`config.mk`:
```
export PLATFORM = sky130hd
export DESIGN_NAME = tiu_interrupt_unit
export DESIGN_NICKNAME = d
export VERILOG_FILES = /design/src/tiu_pkg.sv /design/src/tiu_flag_reg.sv /design/src/tiu_interrupt_unit.sv
export VERILOG_INCLUDE_DIRS = /design/src
export SDC_FILE = /design/constraint.sdc
export NUM_CORES = 1
export LEC_CHECK = 0
export ABC_AREA = 1
export BUFFER_PORTS_ARGS = -buffer_cell sky130_fd_sc_hd__buf_2
export CAP_MARGIN = 15
export CORE_UTILIZATION = 45
export CTS_BUF_LIST = sky130_fd_sc_hd__clkbuf_16
export CTS_CLUSTER_SIZE = 24
export DETAILED_ROUTE_END_ITERATION = 8
export PLACE_DENSITY = 0.71
export SYNTH_ARGS = -nofsm -noshare
export SYNTH_HDL_FRONTEND = slang
export SYNTH_SLANG_ARGS = --single-unit
```
`constraint.sdc`:
```
create_clock -name mclk -period 1.3 [get_ports mclk]
set_input_delay 0.13 -clock mclk [delete_from_list [all_inputs] [get_ports mclk]]
set_output_delay 0.13 -clock mclk [all_outputs]
set_load 0.1 [all_outputs]
```
`src/tiu_defs.svh`:
```
// register map, field positions, reset values of the tag interrupt unit
`ifndef TIU_DEFS_SVH
`define TIU_DEFS_SVH

// ----------------------------------------
// register addresses
// ----------------------------------------
`define TIU_ADDR_W          8
`define TIU_DATA_W          8
`define TIU_ADDR_MASK_LOW   8'h08
`define TIU_ADDR_MASK_HIGH  8'h09
`define TIU_ADDR_FLAGS_LOW  8'h0A
`define TIU_ADDR_FLAGS_HIGH 8'h0B

// ----------------------------------------
// reset values
// ----------------------------------------
`define TIU_FLAGS_RST       8'h00
`define TIU_MASK_RST        8'hFF
`define TIU_RDATA_UNMAPPED  8'h00

// ----------------------------------------
// low register bit positions
// ----------------------------------------
`define TIU_BIT_INIT        7
`define TIU_BIT_WAKEUP      6
`define TIU_BIT_SLEEP_REQ   5
`define TIU_BIT_RD_WRITE    4
`define TIU_BIT_RD_READ     3
`define TIU_BIT_RX_END      2
`define TIU_BIT_TX_END      1
`define TIU_BIT_FIELD_EXIT  0

// ----------------------------------------
// high register bit positions
// ----------------------------------------
`define TIU_BIT_RX_START    7
`define TIU_BIT_FRAMING     6
`define TIU_BIT_PARITY      5
`define TIU_BIT_CRC         4
`define TIU_BIT_BUF_FAULT   3
`define TIU_BIT_HOST_PROG   2
`define TIU_BIT_PROT_WRITE  1
`define TIU_BIT_ACCESS      0

`endif

```
`src/tiu_pkg.sv`:
```
// types shared by the tag interrupt unit
package tiu_pkg;

	// ----------------------------------------
	// event sources, one-cycle pulses
	// ----------------------------------------
	typedef struct packed {
		logic power_up;
		logic field_on_powered;
		logic cmd_go_sleep;
		logic cmd_go_sense;
		logic cmd_sense_sleep;
		logic selected_wakeup_event;
		logic sleep_req;
		logic reader_write_event;
		logic reader_read_event;
		logic rx_end;
		logic tx_end;
		logic field_exit;
		logic rx_start;
		logic framing_err;
		logic parity_err;
		logic crc_err;
		logic buffer_fault_event;
		logic host_prog_done;
		logic prot_write_err;
		logic access_err;
	} tiu_events_t;

	// ----------------------------------------
	// register access port
	// ----------------------------------------
	typedef struct packed {
		logic       rd_en;
		logic       wr_en;
		logic [7:0] addr;
		logic [7:0] wdata;
	} tiu_reg_req_t;

	typedef struct packed {
		logic       valid;
		logic [7:0] rdata;
	} tiu_reg_rsp_t;

endpackage : tiu_pkg
```
`src/tiu_flag_reg.sv`:
```
// sticky flag register with clear and set-wins merge
`timescale 1ns/100ps
module tiu_flag_reg #(
	parameter int W = 8
) (
	input  wire logic         mclk,
	input  wire logic         rst,
	input  wire logic [W-1:0] set,
	input  wire logic         clr,
	output logic      [W-1:0] flags_ff,
	output logic      [W-1:0] nxt_flags
);
	import tiu_pkg::*;

	// ----------------------------------------
	// merge
	// ----------------------------------------
	// a set in the clearing cycle survives
	assign nxt_flags = (clr ? {W{1'b0}} : flags_ff) | set;

	always_ff @(posedge mclk) begin
		if (rst) flags_ff <= {W{1'b0}};
		else     flags_ff <= nxt_flags;
	end

endmodule : tiu_flag_reg

```
`src/tiu_interrupt_unit.sv`:
```
// interrupt latch, mask and register port of the tag interrupt unit
`timescale 1ns/100ps
`include "tiu_defs.svh"
module tiu_interrupt_unit #(
	parameter int AW = `TIU_ADDR_W,
	parameter int DW = `TIU_DATA_W
) (
	input  wire logic                 mclk,
	input  wire logic                 rst,
	input  wire tiu_pkg::tiu_events_t events,
	input  wire logic                 buffer_mode,
	input  wire logic                 cmd_set_default,
	input  wire logic                 nv_load,
	input  wire logic [DW-1:0]        nv_mask_defaults_low,
	input  wire logic [DW-1:0]        nv_mask_defaults_high,
	input  wire tiu_pkg::tiu_reg_req_t reg_req,
	output tiu_pkg::tiu_reg_rsp_t     reg_rsp_ff,
	output logic                      irq_ff
);
	import tiu_pkg::*;

	// ----------------------------------------
	// address decode
	// ----------------------------------------
	function automatic logic addr_hit(input logic [AW-1:0] a, input logic [AW-1:0] ref_a);
		addr_hit = (a == ref_a);
	endfunction : addr_hit

	wire logic hit_mask_low;
	wire logic hit_mask_high;
	wire logic hit_flags_low;
	wire logic hit_flags_high;
	wire logic wr_mask_low;
	wire logic wr_mask_high;
	wire logic rd_flags_low;
	wire logic rd_flags_high;

	assign hit_mask_low   = addr_hit(reg_req.addr, `TIU_ADDR_MASK_LOW);
	assign hit_mask_high  = addr_hit(reg_req.addr, `TIU_ADDR_MASK_HIGH);
	assign hit_flags_low  = addr_hit(reg_req.addr, `TIU_ADDR_FLAGS_LOW);
	assign hit_flags_high = addr_hit(reg_req.addr, `TIU_ADDR_FLAGS_HIGH);

	// flag registers are read only, writes to them fall away
	assign wr_mask_low   = reg_req.wr_en & hit_mask_low;
	assign wr_mask_high  = reg_req.wr_en & hit_mask_high;
	assign rd_flags_low  = reg_req.rd_en & hit_flags_low;
	assign rd_flags_high = reg_req.rd_en & hit_flags_high;

	// ----------------------------------------
	// event collection, low register
	// ----------------------------------------
	logic [DW-1:0] set_low;
	logic [DW-1:0] set_high;
	wire  logic    init_cause;

	// set-default both clears and re-raises init, the set wins
	assign init_cause = events.power_up | events.field_on_powered | events.cmd_go_sleep
		| events.cmd_go_sense | events.cmd_sense_sleep | cmd_set_default;

	always_comb begin
		set_low                      = '0;
		set_low[`TIU_BIT_INIT]       = init_cause;
		set_low[`TIU_BIT_WAKEUP]     = events.selected_wakeup_event;
		set_low[`TIU_BIT_SLEEP_REQ]  = events.sleep_req;
		set_low[`TIU_BIT_RD_WRITE]   = events.reader_write_event;
		set_low[`TIU_BIT_RD_READ]    = events.reader_read_event;
		set_low[`TIU_BIT_RX_END]     = events.rx_end & buffer_mode;
		set_low[`TIU_BIT_TX_END]     = events.tx_end;
		set_low[`TIU_BIT_FIELD_EXIT] = events.field_exit;
	end

	// ----------------------------------------
	// event collection, high register
	// ----------------------------------------
	// error frames are still stored by the buffer logic; only the flag is raised here
	always_comb begin
		set_high                      = '0;
		set_high[`TIU_BIT_RX_START]   = events.rx_start & buffer_mode;
		set_high[`TIU_BIT_FRAMING]    = events.framing_err;
		set_high[`TIU_BIT_PARITY]     = events.parity_err;
		set_high[`TIU_BIT_CRC]        = events.crc_err;
		set_high[`TIU_BIT_BUF_FAULT]  = events.buffer_fault_event;
		set_high[`TIU_BIT_HOST_PROG]  = events.host_prog_done;
		set_high[`TIU_BIT_PROT_WRITE] = events.prot_write_err;
		set_high[`TIU_BIT_ACCESS]     = events.access_err;
	end

	// ----------------------------------------
	// flag registers
	// ----------------------------------------
	wire  logic          clr_low;
	wire  logic          clr_high;
	logic [DW-1:0]       flags_low_ff;
	logic [DW-1:0]       flags_high_ff;
	logic [DW-1:0]       nxt_flags_low;
	logic [DW-1:0]       nxt_flags_high;

	assign clr_low  = rd_flags_low  | cmd_set_default | events.power_up;
	assign clr_high = rd_flags_high | cmd_set_default | events.power_up;

	tiu_flag_reg #(
		.W         (DW)
	) u_flags_low (
		.mclk      (mclk),
		.rst       (rst),
		.set       (set_low),
		.clr       (clr_low),
		.flags_ff  (flags_low_ff),
		.nxt_flags (nxt_flags_low)
	);

	tiu_flag_reg #(
		.W         (DW)
	) u_flags_high (
		.mclk      (mclk),
		.rst       (rst),
		.set       (set_high),
		.clr       (clr_high),
		.flags_ff  (flags_high_ff),
		.nxt_flags (nxt_flags_high)
	);

	// ----------------------------------------
	// mask registers
	// ----------------------------------------
	// all masked until configuration arrives, so no spurious line activity at start
	logic [DW-1:0] mask_low_ff;
	logic [DW-1:0] mask_high_ff;
	logic [DW-1:0] nxt_mask_low;
	logic [DW-1:0] nxt_mask_high;
	wire  logic    reload_mask;

	assign reload_mask = nv_load | cmd_set_default;

	always_comb begin
		nxt_mask_low  = mask_low_ff;
		nxt_mask_high = mask_high_ff;
		if (reload_mask) begin
			nxt_mask_low  = nv_mask_defaults_low;
			nxt_mask_high = nv_mask_defaults_high;
		end
		if (wr_mask_low) begin
			nxt_mask_low = reg_req.wdata;
		end
		if (wr_mask_high) begin
			nxt_mask_high = reg_req.wdata;
		end
	end

	always_ff @(posedge mclk) begin
		if (rst) begin
			mask_low_ff  <= `TIU_MASK_RST;
			mask_high_ff <= `TIU_MASK_RST;
		end else begin
			mask_low_ff  <= nxt_mask_low;
			mask_high_ff <= nxt_mask_high;
		end
	end

	// ----------------------------------------
	// interrupt line
	// ----------------------------------------
	// mask touches only this term, never the flag registers
	wire logic [DW-1:0] pend_low;
	wire logic [DW-1:0] pend_high;
	wire logic          nxt_irq;

	assign pend_low  = nxt_flags_low  & ~nxt_mask_low;
	assign pend_high = nxt_flags_high & ~nxt_mask_high;
	assign nxt_irq   = |{pend_low, pend_high};

	always_ff @(posedge mclk) begin
		if (rst) irq_ff <= 1'b0;
		else     irq_ff <= nxt_irq;
	end

	// ----------------------------------------
	// read data
	// ----------------------------------------
	// flags returned are those held before the read, clear lands the same edge
	logic [DW-1:0] rd_mux;

	always_comb begin
		rd_mux = `TIU_RDATA_UNMAPPED;
		case (1'b1)
			hit_mask_low:   rd_mux = mask_low_ff;
			hit_mask_high:  rd_mux = mask_high_ff;
			hit_flags_low:  rd_mux = flags_low_ff;
			hit_flags_high: rd_mux = flags_high_ff;
			default:        rd_mux = `TIU_RDATA_UNMAPPED;
		endcase
	end

	always_ff @(posedge mclk) begin
		if (rst) begin
			reg_rsp_ff <= '0;
		end else begin
			reg_rsp_ff.valid <= reg_req.rd_en;
			reg_rsp_ff.rdata <= reg_req.rd_en ? rd_mux : reg_rsp_ff.rdata;
		end
	end

endmodule : tiu_interrupt_unit

```
==> out/metrics.yaml <==
wl_met1_mm: 2.83
postRouteAntennaNets: 0
ioPinCount: 69
synth.top_cell.area_share: 0.374
critPathLaunchType: "input port"
async_flop_share: 0
worst_slew_margin_rel: 0.650
critPathLaunch: "reg_req[15]"
vias: 2609
drive_gt1_frac: 0.336
die_area_mm2: 0.00528
worstPathArrival_ns: 1.47
start_util: 0.473
dr.max_layer_used: "met4"
worstSetupPathType: "in2reg"
finalNetCount: 510
timing.hold.ws_ns: 0.100
grt_overflow_total: 0
ys.flop_type: "dfxtp_1"
h-tree-depth: 2
grt_max_degree: 31
p_leak_nw: 1.59
end_kind: "flop"
rr_endpoint: "irq_ff"
cts_tree: "yes"
antenna_cells: 0
die_x_um: 72.7
worst_ir_drop_vdd_mv: 0.763
grt_antenna_before_repair: 0
avgRoutedWirePerCell_um: 13.2
clock.fmax_mhz: 766
crit_cells: 14
fp.dieH_um: 72.7
tightest_slew_ns: 0.524
root_buffer: "clkbuf_16"
synth_commonest_cells: "nand2_1, dfxtp_1, inv_1"
setup_ws_ns: -0.00598
cts_buffers: 5
wl_met3_um: 385
cts_buffer_depth: 2
p_per_area_mw_per_mm2: 989
r2r-start: "mask_high_ff[1]"
postSynthAreaPerCell_um2: 6.35
rsz0062_at_grt: "yes"
grt_pass1_vias: 2348
synth_seq_cells: 42
hpwl_mm: 4.84
slew_violations: 0
cts_sinks: 42
routed_wl_mm: 6.84
syn2layout_area_growth_pct: 41.9
post-route-period-util: 1.00
hold_class: "in2reg"
status: "finished, violations left"
crit_path_max_incr_delay_ns: 0.19
synth_cells: 354
crit_slowest_cell: "nor2_4"
cap_viol_max_count: 0
period_needed_ns: 1.31
crit_buf_inv: 3
drt_iter0_markers: 165
via_per_inst: 5.03
cp_cell_sequence: "buf_6, inv_2, nand2_2, nor2_4, buf_6, nand3_4, nand3_2, nand2_1, nand2_1, nand2_1, nor2_1, nand2_1, nor2_1, nor2_1"
numPortBuffers: 68
dp.cells: 506
first_pass_iters: 5
dr_wl_met2_mm: 3.53
place_ws_ns: -0.266
synth_largest_area_cell: "dfxtp_1"
fill_cells: 441
seq_area_frac_synth: 0.374
grt_pass1_wl_mm: 10.3
synth.area.top_cells: "dfxtp_1, nand2_1, nand3_1"
yosysWarnings: 0
syn_area_mm2: 0.00225
critPathTopFamily: "simple AND/OR/NAND/NOR gates"
r2r_slack_ns: 0.04
synth.distinct_cells: 24
fp-row-count: 25
synth-edff-count: 0
track_usage: 0.258
cp-endpoint: "irq_ff"
tns_ns: -0.00598
core-area_mm2: 0.00475
instances_no_fill: 519
synth.most_common_cell: "nand2_1"
total_power_mw: 3.16
path_common_cell: "nand2_1"
required_ns: 1.46
synth_fp_nets: 413
path_max_fanout: 8
clock_skew_ns: 0.00402
hold_viol: 0
clkTransAtPathRegs_ns: 0.06
drcViolationCount: 0
clock_latency_ns: 0.28
rr_worst_depth: 11
setup_violations: 1
gp_congestion: 0.862
violations: "setup timing"
-- worst min-delay path: stages --
cell,delay (ns)
buf_2,0.09
inv_1,0.05
a21oi_1,0.06
-- through the flow --
step / utilization / instance area [um2]
finish: 0.671 / 3190
global route: 0.671 / 3190
CTS: 0.636 / 3020
detailed placement: 0.601 / 2860
global placement: 0.601 / 2860
floorplan: - / 2280
-- layout by cell type, fill, tap and decap left out --
| cell type | n |
|---|---|
| a21oi_1 | 33 |
| and3_1 | 1 |
| buf_12 | 1 |
| buf_2 | 66 |
| buf_4 | 31 |
| buf_6 | 5 |
| clkbuf_16 | 5 |
| clkinv_1 | 2 |
| clkinv_2 | 1 |
| clkinv_4 | 1 |
| clkinvlp_4 | 1 |
| dfxtp_1 | 42 |
| inv_1 | 33 |
| inv_2 | 4 |
| inv_4 | 1 |
| nand2_1 | 116 |
| nand2_2 | 8 |
| nand2_4 | 2 |
| nand3_1 | 19 |
| nand3_2 | 15 |
| nand3_4 | 5 |
| nand3b_1 | 2 |
| nand4_1 | 8 |
| nor2_1 | 23 |
| nor2_2 | 2 |
| nor2_4 | 4 |
| nor3_1 | 1 |
| o21ai_0 | 10 |
| o21ai_1 | 10 |
-- logic make-up after synthesis --
group,count (synthesis),share of synthesized area
DFF,42,0.374
AOI/OAI and AO/OA,53,0.118
and+or+nand+nor,205,0.400
buffers and inverters,54,0.108
-- how the worst min path moves through the flow --
stage,start,cells after the start,end,slack (ns)
3_3_place_gp,reg_req[7],3,mask_low_ff[7],0.38
5_1_grt,reg_req[7],3,mask_low_ff[7],0.11
4_1_cts,reg_req[7],3,mask_low_ff[7],0.1
2_1_floorplan,reg_req[1],2,mask_high_ff[1],0.27
3_5_place_dp,reg_req[7],3,mask_low_ff[7],0.39
6_report,events[5],3,u_flags_high.flags_ff[5],0.10
-- layout make-up --
class | instances | area (um2) | share of cell area
Clock buffer | 5 | 125 | 0.0392
Clock inverter | 3 | 16.3 | 0.00510
Inverter | 40 | 158 | 0.0494
Multi-Input combinational cell | 259 | 1330 | 0.416
Sequential cell | 42 | 841 | 0.264
Tap cell | 67 | 83.8 | 0.0263
Timing Repair Buffer | 103 | 639 | 0.200
-- per-layer routing --
| layer | vias up | GRT usage |
|---|---|---|
| li1 | 1325 | - |
| met1 | 1181 | 0.298 |
| met2 | 94 | 0.485 |
| met3 | 9 | 0.0428 |
| met4 | 0 | 0.0784 |
| met5 | - | 0 |
-- sequential cells by signal (all words and copies together) (netlist names) --
register	flops
irq_ff	1
mask_high_ff	8
mask_low_ff	8
reg_rsp_ff	9
u_flags_high.flags_ff	8
u_flags_low.flags_ff	8
-- power breakdown --
group | switching (mW) | total (mW) | internal [mW]
combinational | 0.317 | 0.542 | 0.225
sequential | 0.0442 | 1.40 | 1.36
clock | 0.512 | 1.21 | 0.701
-- repair_timing --
action,in CTS,in global routing
setup endpoints to repair,1,1
hold buffers,0,0
resized for setup,3,34
pin swaps,1,16
gates cloned,1,0
setup buffers,0,4
Note: power is estimated with default switching activity, not from simulation.
